### config.mk
export PLATFORM = sky130hd
export DESIGN_NAME = drive_fault_warning_monitor
export DESIGN_NICKNAME = d
export VERILOG_FILES = /design/src/shared/fault_monitor_pkg.sv /design/src/rtl/drive_fault_warning_monitor.sv
export VERILOG_INCLUDE_DIRS = /design/src /design/src/shared
export SDC_FILE = /design/constraint.sdc
export NUM_CORES = 2
export LEC_CHECK = 0
export BUFFER_PORTS_ARGS = -buffer_cell sky130_fd_sc_hd__clkbuf_2
export CORE_MARGIN = 3
export CORE_UTILIZATION = 24
export CTS_CLUSTER_SIZE = 20
export DETAILED_ROUTE_END_ITERATION = 8
export GPL_TIMING_DRIVEN = 1
export HOLD_SLACK_MARGIN = 0.15
export PLACE_DENSITY = 0.48
export SLEW_MARGIN = 30
export SYNTH_ARGS = -nofsm -noshare
export SYNTH_HDL_FRONTEND = slang
export SYNTH_SLANG_ARGS = --single-unit
### constraint.sdc
create_clock -name aclk -period 4 [get_ports aclk]
set_input_delay 0.4 -clock aclk [delete_from_list [all_inputs] [get_ports aclk]]
set_output_delay 0.4 -clock aclk [all_outputs]
set_load 0.01 [all_outputs]
### src/shared/fault_monitor_cfg.svh
// Offsets, field positions, reset values and timing counts of the fault monitor
`ifndef FAULT_MONITOR_CFG_SVH
`define FAULT_MONITOR_CFG_SVH
`define ADDR_CTRL       8'h00
`define ADDR_FRESET     8'h04
`define ADDR_WARN       8'h08
`define ADDR_FAULT      8'h0C
`define ADDR_STATE      8'h10
`define ADDR_CFG_BASE   8'h20
`define CFG_N           14
`define CFG_CUR_WARN    4'h0
`define CFG_CUR_FAULT   4'h1
`define CFG_SPD_WARN    4'h2
`define CFG_SPD_FAULT   4'h3
`define CFG_DC_WARN     4'h4
`define CFG_DC_FAULT    4'h5
`define CFG_MT_WARN     4'h6
`define CFG_MT_FAULT    4'h7
`define CFG_ALIGN_MAX   4'h8
`define CFG_CONNECT_V   4'h9
`define CFG_PRECHG_TO   4'hA
`define CFG_CAN_TO      4'hB
`define CFG_SKIP01      4'hC
`define CFG_SKIP2       4'hD
`define CFG_TH_RST      32'h0000_FFFF
`define CFG_TO_RST      32'h0000_0000
`define CTRL_RST        8'h00
`define CTRL_MT_EN      0
`define CTRL_PROF_EN    1
`define CTRL_DER_MOT    2
`define CTRL_DER_INV    3
`define CTRL_FOLD_EN    4
`define CTRL_PM_MOTOR   5
`define CTRL_PRECHG_EN  6
`define INV_WARN_SET    16'd110
`define INV_WARN_CLR    16'd105
`define PCB_WARN_SET    16'd85
`define PCB_WARN_CLR    16'd80
`define INV_FAULT_TH    16'd115
`define PCB_FAULT_TH    16'd90
`define FAULT_KEEP      15'h0800
`define CLK_MHZ         200
`define TICK_NS         1000
`define TICK_CYC        ((`TICK_NS * `CLK_MHZ + 999) / 1000)
`define RESP_OKAY       2'b00
`define RESP_SLVERR     2'b10
`endif

### src/shared/fault_monitor_pkg.sv
// Types shared by the fault monitor and its bench
package fault_monitor_pkg;
    typedef struct packed {
        logic [15:0] inv_temp;
        logic [15:0] pcb_temp;
        logic [15:0] mot_temp;
        logic [15:0] current;
        logic [15:0] speed;
        logic [15:0] dc_volt;
        logic [15:0] torque_req;
        logic [15:0] profile_max;
        logic [15:0] command;
    } meas_type;
    typedef struct packed {
        logic desat;
        logic gate_fault;
        logic hw_ovp;
        logic interlock;
        logic fault_clr;
        logic rail15_bad;
        logic rail5_bad;
    } pins_type;
    typedef struct packed {
        logic crc_err;
        logic cal_fail;
        logic can_rx;
        logic turn_on;
        logic turn_off;
        logic charge_start;
        logic cal_done;
        logic cal_req;
        logic derate_mot;
        logic derate_inv;
        logic foldback;
    } evt_type;
    typedef enum logic [6:0] {
        st_init      = 7'h01,
        st_calibrate = 7'h02,
        st_chg_wait  = 7'h04,
        st_charging  = 7'h08,
        st_idle      = 7'h10,
        st_run       = 7'h20,
        st_fault     = 7'h40
    } state_type;
endpackage

### src/rtl/drive_fault_warning_monitor.sv
// Fault and warning supervisor with drive sequencer and AXI4-Lite registers
//
// The register addresses and the AXI4-Lite interface to the registers are this design's own decisions.
`timescale 1ns/1ps
`include "fault_monitor_cfg.svh"
// Function
// - Warnings only report, never stop drive
// - Inverter temp warning 110 set, 105 clear
// - Board temp warning 85 set, 80 clear
// - Current, speed, DC warnings with recovery delta
// - Motor temp warning only when sensing enabled
// - Clamp torque to profile max, flag it
// - Derating warning while enabled derating active
// - Foldback warning while foldback reduces current
// - Skip-zone flag while command inside zone
// - One flag per 15V and 5V rail
// - Fault disables inverter, enters fault state
// - Faults persist until reset or clear
// - Reset clears, re-latches, exits if none
// - Latch desat, gate, HW OVP, interlock faults
// - Faults above 115 inverter, 90 board
// - Current, speed, DC over-threshold faults
// - Motor over-temp fault only when enabled
// - PM align fault on fast turn-on
// - Pre-charge timeout fault
// - CRC fault survives every clear
// - Calibration failure fault
// - CAN message gap timeout fault
module drive_fault_warning_monitor (
    // Clock and reset
    input  wire logic                        aclk,
    input  wire logic                        aresetn,
    // AXI4-Lite slave
    input  wire logic [7:0]                  s_axi_awaddr,
    input  wire logic                        s_axi_awvalid,
    output logic                             s_axi_awready,
    input  wire logic [31:0]                 s_axi_wdata,
    input  wire logic [3:0]                  s_axi_wstrb,
    input  wire logic                        s_axi_wvalid,
    output logic                             s_axi_wready,
    output logic [1:0]                       s_axi_bresp,
    output logic                             s_axi_bvalid,
    input  wire logic                        s_axi_bready,
    input  wire logic [7:0]                  s_axi_araddr,
    input  wire logic                        s_axi_arvalid,
    output logic                             s_axi_arready,
    output logic [31:0]                      s_axi_rdata,
    output logic [1:0]                       s_axi_rresp,
    output logic                             s_axi_rvalid,
    input  wire logic                        s_axi_rready,
    // Measurements, pins and drive events
    input  wire fault_monitor_pkg::meas_type meas,
    input  wire fault_monitor_pkg::pins_type pins,
    input  wire fault_monitor_pkg::evt_type  evt,
    // Drive outputs and alarm words
    output logic                             inverter_en,
    output logic [15:0]                      torque_applied_ff,
    output fault_monitor_pkg::state_type     drive_state,
    output logic [11:0]                      warn_word,
    output logic [14:0]                      fault_word
);
    import fault_monitor_pkg::*;

    // Hysteresis flag: set above set_th, clear below clr_th
    function automatic logic hyst(input logic f, input logic [15:0] v,
                                  input logic [15:0] s, input logic [15:0] c);
        hyst = f ? !(v < c) : (v > s);
    endfunction

    // Clear level of threshold minus delta, floored at zero
    function automatic logic [15:0] clr_lvl(input logic [31:0] r);
        clr_lvl = (r[15:0] > r[31:16]) ? r[15:0] - r[31:16] : 16'h0000;
    endfunction

    // Inside one skip zone of half width band
    function automatic logic in_zone(input logic [15:0] v, input logic [15:0] c,
                                     input logic [15:0] b);
        logic [15:0] d;
        d = (v > c) ? v - c : c - v;
        in_zone = d < b;
    endfunction

    // Byte-lane merge of a write
    function automatic logic [31:0] merge(input logic [31:0] o, input logic [31:0] n,
                                          input logic [3:0] s);
        for (int i = 0; i < 4; i++) begin
            o[i*8 +: 8] = s[i] ? n[i*8 +: 8] : o[i*8 +: 8];
        end
        merge = o;
    endfunction

    logic [6:0]  sync1_ff;
    logic [6:0]  sync2_ff;
    pins_type    pin_s;

    // Two-stage synchronisers for the pins
    always_ff @(posedge aclk) begin
        if (!aresetn) begin
            sync1_ff <= 7'h00;
            sync2_ff <= 7'h00;
        end else begin
            sync1_ff <= pins;
            sync2_ff <= sync1_ff;
        end
    end
    assign pin_s = pins_type'(sync2_ff);

    logic        aw_ff, nxt_aw, w_ff, nxt_w, bv_ff, nxt_bv, rv_ff, nxt_rv;
    logic [7:0]  awa_ff, nxt_awa;
    logic [31:0] wd_ff, nxt_wd, rd_ff, nxt_rd;
    logic [3:0]  ws_ff, nxt_ws;
    logic [1:0]  br_ff, nxt_br, rr_ff, nxt_rr;
    logic [7:0]  ctrl_ff, nxt_ctrl;
    logic [31:0] cfg_ff [`CFG_N];
    logic [31:0] nxt_cfg [`CFG_N];
    logic        freset;
    logic        do_wr;
    logic [7:0]  cfg_off;
    logic [11:0] warn_ff, nxt_warn;
    logic [14:0] fault_ff, nxt_fault, src;
    state_type   state_ff, nxt_state;

    assign s_axi_awready = !aw_ff && !bv_ff;
    assign s_axi_wready  = !w_ff && !bv_ff;
    assign s_axi_arready = !rv_ff;
    assign s_axi_bvalid  = bv_ff;
    assign s_axi_bresp   = br_ff;
    assign s_axi_rvalid  = rv_ff;
    assign s_axi_rdata   = rd_ff;
    assign s_axi_rresp   = rr_ff;
    assign do_wr         = aw_ff && w_ff && !bv_ff;

    // Bus slave and register writes
    always_comb begin
        nxt_aw  = aw_ff;
        nxt_awa = awa_ff;
        nxt_w   = w_ff;
        nxt_wd  = wd_ff;
        nxt_ws  = ws_ff;
        nxt_bv  = bv_ff && !s_axi_bready;
        nxt_br  = br_ff;
        nxt_rv  = rv_ff && !s_axi_rready;
        nxt_rd  = rd_ff;
        nxt_rr  = rr_ff;
        nxt_ctrl = ctrl_ff;
        freset  = 1'b0;
        cfg_off = 8'h00;
        for (int i = 0; i < `CFG_N; i++) begin
            nxt_cfg[i] = cfg_ff[i];
        end
        if (s_axi_awvalid && s_axi_awready) begin
            nxt_aw  = 1'b1;
            nxt_awa = s_axi_awaddr;
        end
        if (s_axi_wvalid && s_axi_wready) begin
            nxt_w  = 1'b1;
            nxt_wd = s_axi_wdata;
            nxt_ws = s_axi_wstrb;
        end
        if (do_wr) begin
            nxt_aw = 1'b0;
            nxt_w  = 1'b0;
            nxt_bv = 1'b1;
            nxt_br = `RESP_OKAY;
            cfg_off = awa_ff - `ADDR_CFG_BASE;
            if (awa_ff == `ADDR_CTRL) begin
                nxt_ctrl = ws_ff[0] ? wd_ff[7:0] : ctrl_ff;
            end else if (awa_ff == `ADDR_FRESET) begin
                freset = ws_ff[0] && (wd_ff[15:0] == 16'h0001);
            end else if (awa_ff >= `ADDR_CFG_BASE && cfg_off[1:0] == 2'b00
                         && cfg_off[7:2] < 6'(`CFG_N)) begin
                nxt_cfg[cfg_off[5:2]] = merge(cfg_ff[cfg_off[5:2]], wd_ff, ws_ff);
            end else if (awa_ff != `ADDR_WARN && awa_ff != `ADDR_FAULT
                         && awa_ff != `ADDR_STATE) begin
                nxt_br = `RESP_SLVERR;
            end
        end
        if (s_axi_arvalid && s_axi_arready) begin
            nxt_rv  = 1'b1;
            nxt_rr  = `RESP_OKAY;
            nxt_rd  = 32'h0000_0000;
            cfg_off = s_axi_araddr - `ADDR_CFG_BASE;
            if (s_axi_araddr == `ADDR_CTRL) begin
                nxt_rd = {24'h00_0000, ctrl_ff};
            end else if (s_axi_araddr == `ADDR_WARN) begin
                nxt_rd = {20'h0_0000, warn_ff};
            end else if (s_axi_araddr == `ADDR_FAULT) begin
                nxt_rd = {17'h0_0000, fault_ff};
            end else if (s_axi_araddr == `ADDR_STATE) begin
                nxt_rd = {25'h000_0000, state_ff};
            end else if (s_axi_araddr >= `ADDR_CFG_BASE && cfg_off[1:0] == 2'b00
                         && cfg_off[7:2] < 6'(`CFG_N)) begin
                nxt_rd = cfg_ff[cfg_off[5:2]];
            end else if (s_axi_araddr != `ADDR_FRESET) begin
                nxt_rr = `RESP_SLVERR;
            end
        end
    end

    // Bus and configuration registers
    always_ff @(posedge aclk) begin
        if (!aresetn) begin
            aw_ff   <= 1'b0;
            awa_ff  <= 8'h00;
            w_ff    <= 1'b0;
            wd_ff   <= 32'h0000_0000;
            ws_ff   <= 4'h0;
            bv_ff   <= 1'b0;
            br_ff   <= `RESP_OKAY;
            rv_ff   <= 1'b0;
            rd_ff   <= 32'h0000_0000;
            rr_ff   <= `RESP_OKAY;
            ctrl_ff <= `CTRL_RST;
            for (int i = 0; i < `CFG_N; i++) begin
                cfg_ff[i] <= (i >= 10) ? `CFG_TO_RST : `CFG_TH_RST;
            end
        end else begin
            aw_ff   <= nxt_aw;
            awa_ff  <= nxt_awa;
            w_ff    <= nxt_w;
            wd_ff   <= nxt_wd;
            ws_ff   <= nxt_ws;
            bv_ff   <= nxt_bv;
            br_ff   <= nxt_br;
            rv_ff   <= nxt_rv;
            rd_ff   <= nxt_rd;
            rr_ff   <= nxt_rr;
            ctrl_ff <= nxt_ctrl;
            for (int i = 0; i < `CFG_N; i++) begin
                cfg_ff[i] <= nxt_cfg[i];
            end
        end
    end

    logic [7:0]  tick_ff, nxt_tick;
    logic [31:0] pc_ff, nxt_pc, can_ff, nxt_can;
    logic        tick, pc_to, can_to, clr, mt_en;

    assign tick  = tick_ff == 8'(`TICK_CYC - 1);
    assign mt_en = ctrl_ff[`CTRL_MT_EN];
    assign pc_to = state_ff == st_charging && cfg_ff[`CFG_PRECHG_TO] != 32'h0
                   && pc_ff >= cfg_ff[`CFG_PRECHG_TO];
    assign can_to = cfg_ff[`CFG_CAN_TO] != 32'h0 && can_ff > cfg_ff[`CFG_CAN_TO];
    assign clr   = freset || pin_s.fault_clr;

    // Fault sources
    always_comb begin
        src[0]  = pin_s.desat;
        src[1]  = pin_s.gate_fault;
        src[2]  = pin_s.hw_ovp;
        src[3]  = meas.inv_temp > `INV_FAULT_TH;
        src[4]  = meas.pcb_temp > `PCB_FAULT_TH;
        src[5]  = meas.current > cfg_ff[`CFG_CUR_FAULT][15:0];
        src[6]  = mt_en && meas.mot_temp > cfg_ff[`CFG_MT_FAULT][15:0];
        src[7]  = meas.speed > cfg_ff[`CFG_SPD_FAULT][15:0];
        src[8]  = ctrl_ff[`CTRL_PM_MOTOR] && evt.turn_on
                  && meas.speed > cfg_ff[`CFG_ALIGN_MAX][15:0];
        src[9]  = pc_to;
        src[10] = meas.dc_volt > cfg_ff[`CFG_DC_FAULT][15:0];
        src[11] = evt.crc_err;
        src[12] = evt.cal_fail;
        src[13] = can_to;
        src[14] = pin_s.interlock;
    end

    // Warnings, fault latch, timers and drive sequencer
    always_comb begin
        nxt_warn[0]  = hyst(warn_ff[0], meas.inv_temp, `INV_WARN_SET, `INV_WARN_CLR);
        nxt_warn[1]  = hyst(warn_ff[1], meas.pcb_temp, `PCB_WARN_SET, `PCB_WARN_CLR);
        nxt_warn[2]  = hyst(warn_ff[2], meas.current, cfg_ff[`CFG_CUR_WARN][15:0],
                            clr_lvl(cfg_ff[`CFG_CUR_WARN]));
        nxt_warn[3]  = mt_en && hyst(warn_ff[3], meas.mot_temp, cfg_ff[`CFG_MT_WARN][15:0],
                            clr_lvl(cfg_ff[`CFG_MT_WARN]));
        nxt_warn[4]  = hyst(warn_ff[4], meas.speed, cfg_ff[`CFG_SPD_WARN][15:0],
                            clr_lvl(cfg_ff[`CFG_SPD_WARN]));
        nxt_warn[5]  = ctrl_ff[`CTRL_PROF_EN] && meas.torque_req > meas.profile_max;
        nxt_warn[6]  = (ctrl_ff[`CTRL_DER_MOT] && evt.derate_mot)
                       || (ctrl_ff[`CTRL_DER_INV] && evt.derate_inv);
        nxt_warn[7]  = ctrl_ff[`CTRL_FOLD_EN] && evt.foldback;
        nxt_warn[8]  = hyst(warn_ff[8], meas.dc_volt, cfg_ff[`CFG_DC_WARN][15:0],
                            clr_lvl(cfg_ff[`CFG_DC_WARN]));
        nxt_warn[9]  = in_zone(meas.command, cfg_ff[`CFG_SKIP01][15:0],
                               cfg_ff[`CFG_SKIP2][31:16])
                       || in_zone(meas.command, cfg_ff[`CFG_SKIP01][31:16],
                                  cfg_ff[`CFG_SKIP2][31:16])
                       || in_zone(meas.command, cfg_ff[`CFG_SKIP2][15:0],
                                  cfg_ff[`CFG_SKIP2][31:16]);
        nxt_warn[10] = pin_s.rail15_bad;
        nxt_warn[11] = pin_s.rail5_bad;
        // Clear keeps only the CRC fault, then live sources latch again
        nxt_fault = (clr ? (fault_ff & `FAULT_KEEP) : fault_ff) | src;
        nxt_tick  = tick ? 8'h00 : tick_ff + 8'h01;
        nxt_pc    = (state_ff != st_charging) ? 32'h0
                    : (tick && !pc_to) ? pc_ff + 32'h1 : pc_ff;
        nxt_can   = evt.can_rx ? 32'h0
                    : (tick && !can_to) ? can_ff + 32'h1 : can_ff;
        nxt_state = state_ff;
        unique case (state_ff)
            st_init: nxt_state = st_calibrate;
            st_calibrate: if (evt.cal_done) begin
                nxt_state = st_chg_wait;
            end
            st_chg_wait: if (evt.charge_start || !ctrl_ff[`CTRL_PRECHG_EN]) begin
                nxt_state = st_charging;
            end
            st_charging: if (meas.dc_volt >= cfg_ff[`CFG_CONNECT_V][15:0]) begin
                nxt_state = st_idle;
            end
            st_idle: if (evt.turn_on) begin
                nxt_state = st_run;
            end else if (evt.cal_req) begin
                nxt_state = st_calibrate;
            end
            st_run: if (evt.turn_off) begin
                nxt_state = st_idle;
            end
            st_fault: if (clr && nxt_fault == 15'h0000) begin
                nxt_state = evt.cal_req ? st_calibrate : st_chg_wait;
            end
        endcase
        if (nxt_fault != 15'h0000) begin
            nxt_state = st_fault;
        end
    end

    // Monitor registers
    always_ff @(posedge aclk) begin
        if (!aresetn) begin
            warn_ff  <= 12'h000;
            fault_ff <= 15'h0000;
            tick_ff  <= 8'h00;
            pc_ff    <= 32'h0000_0000;
            can_ff   <= 32'h0000_0000;
            state_ff <= st_init;
            torque_applied_ff <= 16'h0000;
        end else begin
            warn_ff  <= nxt_warn;
            fault_ff <= nxt_fault;
            tick_ff  <= nxt_tick;
            pc_ff    <= nxt_pc;
            can_ff   <= nxt_can;
            state_ff <= nxt_state;
            torque_applied_ff <= nxt_warn[5] ? meas.profile_max : meas.torque_req;
        end
    end

    // Inverter drops the same cycle a source appears; warnings play no part
    assign inverter_en = state_ff == st_run && src == 15'h0000
                         && fault_ff == 15'h0000;
    assign drive_state = state_ff;
    assign warn_word   = warn_ff;
    assign fault_word  = fault_ff;

    property p_inv_off;
        @(posedge aclk) disable iff (!aresetn) (src != 15'h0000) |-> !inverter_en;
    endproperty
    a_inv_off: assert property (p_inv_off) else $error("inverter on with fault");
    property p_fault_state;
        @(posedge aclk) disable iff (!aresetn) (src != 15'h0000) |=> state_ff == st_fault;
    endproperty
    a_fault_state: assert property (p_fault_state) else $error("no fault state");
    property p_persist;
        @(posedge aclk) disable iff (!aresetn)
            (fault_ff[3] && !clr) |=> fault_ff[3];
    endproperty
    a_persist: assert property (p_persist) else $error("fault dropped");
    property p_crc_keep;
        @(posedge aclk) disable iff (!aresetn) fault_ff[11] |=> fault_ff[11];
    endproperty
    a_crc_keep: assert property (p_crc_keep) else $error("crc fault cleared");
    property p_exit;
        @(posedge aclk) disable iff (!aresetn)
            (state_ff == st_fault && clr && src == 15'h0000 && !fault_ff[11]
             && !evt.cal_req) |=> state_ff == st_chg_wait && fault_ff == 15'h0000;
    endproperty
    a_exit: assert property (p_exit) else $error("bad fault exit");
    property p_inv_warn;
        @(posedge aclk) disable iff (!aresetn)
            (warn_ff[0] && meas.inv_temp >= `INV_WARN_CLR) |=> warn_ff[0];
    endproperty
    a_inv_warn: assert property (p_inv_warn) else $error("inv warn early clear");
    property p_pcb_warn;
        @(posedge aclk) disable iff (!aresetn)
            (!warn_ff[1] && meas.pcb_temp > `PCB_WARN_SET) |=> warn_ff[1];
    endproperty
    a_pcb_warn: assert property (p_pcb_warn) else $error("pcb warn missing");
    property p_mt_off;
        @(posedge aclk) disable iff (!aresetn)
            !mt_en |=> !warn_ff[3] && !fault_ff[6] || $past(fault_ff[6]);
    endproperty
    a_mt_off: assert property (p_mt_off) else $error("motor temp while off");
    property p_clamp;
        @(posedge aclk) disable iff (!aresetn)
            warn_ff[5] |-> torque_applied_ff == $past(meas.profile_max);
    endproperty
    a_clamp: assert property (p_clamp) else $error("torque not clamped");
    property p_rail;
        @(posedge aclk) disable iff (!aresetn) pins.rail5_bad [*3] |=> warn_ff[11];
    endproperty
    a_rail: assert property (p_rail) else $error("rail flag missing");
    property p_bresp;
        @(posedge aclk) disable iff (!aresetn) do_wr |=> s_axi_bvalid;
    endproperty
    a_bresp: assert property (p_bresp) else $error("no write response");

    c_fault_exit: cover property (@(posedge aclk) disable iff (!aresetn)
        state_ff == st_fault ##1 state_ff == st_chg_wait);
    c_run: cover property (@(posedge aclk) disable iff (!aresetn) inverter_en);
    c_can_to: cover property (@(posedge aclk) disable iff (!aresetn) fault_ff[13]);
endmodule

-- After elaboration in Yosys (flattened, before gate mapping)
Memories as Yosys holds them, arrays and structs flattened.
Cells that the tools add are included.
- memory bits (writable): 448
- output and inout bits: 92
- memories kept: 1
- logic and storage cells: 266
- bits of input ports: 221
- register bits: 228
- mux-type cells: 72
- bitwise operators: 17
- add/subtract/negate cells: 15
- magnitude comparators: 39
- reduce and logical (&&, ||, !) cells: 71
- equality and inequality tests: 30
- memory list (memory ; depth ; width ; read ports ; clocked after memory_dff ; write ports ; line ; text):
    cfg_ff ; 14 ; 32 ; 16 ; 0 ; 14 ; drive_fault_warning_monitor.sv:114 ; logic [31:0] cfg_ff [`CFG_N];
- operators with widths (kind ; number):
    $mux 448 ; 4
    $mux 32 ; 20
    $bwmux 448 ; 1
    $gt 16x16->1 ; 17
    $sub 16x16->16 ; 10
    $demux 32 s4 ; 1
    $mux 16 ; 8
    $lt 16x16->1 ; 7
    $add 32x1->32 const B ; 2
    $gt 16x7->1 const B ; 4
    $reduce_bool 32->1 ; 2
    $mux 7 ; 8
    $pmux 7 s7 ; 1
    $logic_not 15->1 ; 3
    $logic_and 1x1->1 ; 33
    $ge 32x32->1 ; 1
    $gt 32x32->1 ; 1
    $lt 16x7->1 const B ; 2
    $mux 8 ; 4
    $mux 2 ; 10
    $eq 16x1->1 const B ; 1
    $eq 8x4->1 const B ; 2
    $ge 16x16->1 ; 1
    $ge 8x6->1 const B ; 2
    other kinds (39) ; 99

-- Logic depth before layout (Yosys ltp)
- depth after elaboration: 13
- mapped depth: 24
- gate-level depth less buffers: 22

-- Least setup slack after synthesis
No wires, ideal clock.
- path kind: input-to-reg
- start: input meas[0] (netlist bit)
- end: register warn_ff[9] (netlist: warn_word[9])
- path slack: -0.374 ns
- library setup time: 0.122 ns
- required time: 3.878 ns
- buffers on the path: 2
- arrival time: 4.252 ns
- stages on the path: 22
- path through: inv_1 ha_1 inv_1 fa_1 a21o_1 a221oi_2 o21a_1 nor2_1 o31a_1 clkbuf_1 buf_2 mux2_2 ha_1 a21boi_0 o21a_1 o21ai_0 a21oi_1 o21ai_0 a211o_1 a21oi_1 o221ai_1 a311o_1
- word-level cells in the longest chain between the ends: 5
- elaborated cells on any way between the ends: 17
- classes of those cells: add/sub (6); order compare (6); mux (3); reduce/logical (2)
- ends and longest elaborated chain (element ; line ; text):
    start, declared ; drive_fault_warning_monitor.sv:52 ; input wire fault_monitor_pkg::meas_type meas,
    $sub 16x16->16 / $gt 16x16->1 (equally long branches) ; drive_fault_warning_monitor.sv:79 ; d = (v > c) ? v - c : c - v;
    $mux 16 ; drive_fault_warning_monitor.sv:79 ;
    $lt 16x16->1 ; drive_fault_warning_monitor.sv:80 ; in_zone = d < b;
    $logic_or 1x1->1 ; drive_fault_warning_monitor.sv:282 ; nxt_warn[9] = in_zone(meas.command, cfg_ff[`CFG_SKIP01][15:0],
    $logic_or 1x1->1 * ; drive_fault_warning_monitor.sv:282 ;
    end signal, assigned ; drive_fault_warning_monitor.sv:337 ; warn_ff <= nxt_warn;
    end, declared ; drive_fault_warning_monitor.sv:119 ; logic [11:0] warn_ff, nxt_warn;
Every way passes the cells marked *; elsewhere a longest branch is shown, timed or not.
A chain may end at the register's enable or synchronous reset.

==> reports/qor.yml <==
outcome:
  status: "complete, but fails checks"
  failed_checks: "negative setup slack"
detailed_routing:
  routed_wl_um: 230000
  drt_iter0_markers: 4936
  avgViaCountPerCell: 5.18
  ant_nets: 0
  wl_per_cell_um: 26.4
  via_count: 45100
  drc: 0
  dr.pass1.iters: 8
synth:
  synthArstFlopShare_pct: 0
  synth_top_area_share_pct: 28.5
  ys_warn_count: 0
  avgSynthCellArea_um2: 8.81
  synth_top_flop_cell: "dfxtp_1"
  synthTopCellsByArea: "dfxtp_1 29%, ha_1 13%, mux4_2 12%, a211oi_1 4.6%, nor2_1 4.5%"
  ys_ff_latch: 674
  synth-edff-count: 0
  syn-cell-area_um2: 47300
  ys_top_cells_by_count: "674 x dfxtp_1, 563 x nor2_1, 509 x ha_1"
  ys_seq_area_share_pct: 28.5
  synth_top_area_cell: "dfxtp_1"
  syn_inst: 5376
  ys_types: 93
  yosysMostFrequentCell: "dfxtp_1"
hold_path:
  whs_path_depth: 4
  hold_end: "warn_word[3]"
  min_from: "meas[111]"
  hold_class: "primary input to register"
timing:
  min_period_ns: 4.27
  slew_headroom_pct: 31.8
  slew_viol_final: 0
  worst_pin_slew_ns: 1.01
  clock.fmax_mhz: 234
  hold_viol_final: 0
  rsz0062_at_grt: "true"
  setup_slack_ns: -0.270
  finClkSkew_ns: 0.0416
  period_share_pct: 107
  finalSetupViolations: 1
power_and_ir_drop:
  p_per_area_nw_per_um2: 295
  max-vdd-ir-drop_mv: 0.274
  power.leakage_nw: 24.3
  total_power_mw: 17.3
floorplan:
  core.rowCount: 162
  initial_core_util_pct: 24.2
  core-area_um2: 195000
  dieArea_um2: 203000
  io_pins: 313
  die_h_um: 450
  dieWidth_um: 450
clocking:
  htreeDepth: 3
  clockRootBuffer: "clkbuf_16"
  cts_tree: "built"
  clk_latency_ns: 0.72
  cts_made_buffers: 82
  cts_sinks: 674
  cts_max_path_buffers: 3
  clkTransAtPathRegs_ns: 0.08
layout:
  fillerInstances: 20700
  layout-drive-gt1-share_pct: 21.2
  fin_area_um2: 58700
  finish.utilization_pct: 30.0
  area_growth_pct: 24.0
  nets: 6754
setup_path:
  path_cells: "ha_1 > inv_1 > fa_2 > a21o_1 > a221oi_4 > o21a_1 > nor2_1 > o31a_1 > mux2_2 > a31o_2 > a32oi_1 > xnor2_1 > ha_1 > nand4_1 > a211o_1 > a21oi_1 > buf_4 > o221ai_1 > a311o_1"
  r2r_start: "cfg_ff[12][0]"
  worstSetupEndpointType: "register"
  rr_worst_depth: 19
  timing.rr.end: "warn_word[9]"
  worstPathRequired_ns: 4.62
  cp_slowest_cell: "o31a_1"
  crit_fanout: 7
  slowest_delay_ns: 0.36
  cp_common_cell: "ha_1"
  crit_type: "register to register"
  worstSetupStartpointType: "register"
  cp_data_arrival_time_ns: 4.88
  regToRegSetupSlack_ns: -0.27
placement:
  post-dp-hpwl_um: 184000
  placed_cell_area_um2: 54500
  port_buffers: 310
  dp_slack_ns: -0.642
  gp_congestion: 0.994
global_route:
  grt_pass1_vias: 43200
  grt_pass1_wl_um: 325000
  track_usage_pct: 22.0
  grt_overflow_total: 0
  grt_antenna_before_repair: 34
  grt_max_degree: 92
job:
  drv_cap: 0
-- power by group --
group	internal (mW)	leakage (nW)	total, mW	switching, mW
Combinational	0.988	17.4	2.53	1.54
Sequential	6.78	5.46	6.89	0.110
Clock	4.57	1.35	7.90	3.33
-- how the worst max path moves through the flow --
stage | start | to | slack (ns) | cells after the start
2_1_floorplan | meas[0] | warn_word[9] | -0.17 | 22
3_3_place_gp | meas[0] | warn_word[9] | -0.68 | 21
3_5_place_dp | meas[0] | warn_word[9] | -0.64 | 21
4_1_cts | cfg_ff[12][0] | warn_word[9] | -0.28 | 19
5_1_grt | cfg_ff[12][0] | warn_word[9] | -0.52 | 21
6_report | cfg_ff[12][0] | warn_word[9] | -0.27 | 19
-- cell type report --
type	instances	area (um^2)	share of cell area (%)
diodes	10	25.0	0.0426
flip-flops and latches	674	13500	23.0
clock inverters	28	343	0.584
inverters	460	1740	2.97
repair buffers	887	6480	11.0
multi-input cells	3909	30900	52.7
well taps	2624	3280	5.59
clock buffers	120	2410	4.10
-- routing by layer --
| layer | vias to the layer above | wire [um] | global-route usage (%) |
|---|---|---|---|
| li1 | 20800 | - | - |
| met1 | 22100 | 93700 | 27.9 |
| met4 | 10 | 16700 | 13.5 |
| met2 | 1845 | 104000 | 35.1 |
| met3 | 395 | 15900 | 3.31 |
| met5 | - | 59 | 0 |
-- metrics by stage --
step           hold slack (ns)  cells  TNS (ns)
6_report                 0.204   8712    -0.270
5_1_grt                  0.219   8705    -0.522
4_1_cts                  0.156   8695    -0.287
3_5_place_dp             0.421   8434     -1.00
3_3_place_gp             0.422   8434    -0.956
2_1_floorplan            0.412   5377    -0.175
-- cells in the final DEF, fill, tap and decap left out, types with 13 or more instances in the layout --
master and instances:
a211oi_1 292, a21o_1 98, a21oi_1 283, a22oi_1 26, a31oi_1 23, and2_1 26, and3_1 33, buf_12 24
buf_4 446, clkbuf_1 19, clkbuf_16 84, clkbuf_2 306, clkbuf_8 17, clkinv_2 13, dfxtp_1 665, dlygate4sd3_1 108
ha_1 508, inv_1 448, mux2_2 13, mux2i_1 107, mux4_2 255, nand2_1 504, nand2b_1 26, nand3_1 80
nand4_1 85, nor2_1 559, nor2b_1 43, nor3_1 66, nor4_1 43, o211ai_1 178, o21a_1 30, o21ai_0 173
o21ai_1 37, o21bai_1 18, or3_1 23, xnor2_1 93, xor2_1 48
-- repair_timing --
item	4_1_cts	5_1_grt
setup buffers	4	8
setup endpoints to repair	5	6
pin swaps	11	25
resized for setup	17	59
endpoints found under the hold margin	85	0
hold buffers	109	0
-- worst max-delay path, delay by kind of cell, from the launching register on --
kind                     cells  cell delay [ns]
AO/OA/AOI/OAI               10             2.31
XOR/XNOR                     1             0.10
adder cells (fa/ha/maj)      3             0.78
buffers and inverters        2             0.20
flip-flops                   1             0.34
multiplexers                 1             0.32
AND/OR/NAND/NOR              2             0.15
-- registers in the layout, summed over array words and instances (netlist names) --
name and flops:
s_axi_bresp 1, wd_ff 32, drive_state 7, ctrl_ff 8, tick_ff 8, fault_word 15
torque_applied_ff 16, s_axi_rresp 1, s_axi_rvalid 1, sync1_ff 7, s_axi_rdata 32, pin_s 7
w_ff 1, warn_word 12, s_axi_bvalid 1, pc_ff 32, aw_ff 1, ws_ff 4
cfg_ff 448, can_ff 32, awa_ff 8
-- cell families after synthesis --
group,synth area share (%)
other cells,0.00792
compound gates,18.5
flops,28.5
fa+ha+maj,13.9
simple gates,15.0
buf+inv,6.82
xor+xnor,2.61
mux,14.7
Power figures use the tool's default switching activity.
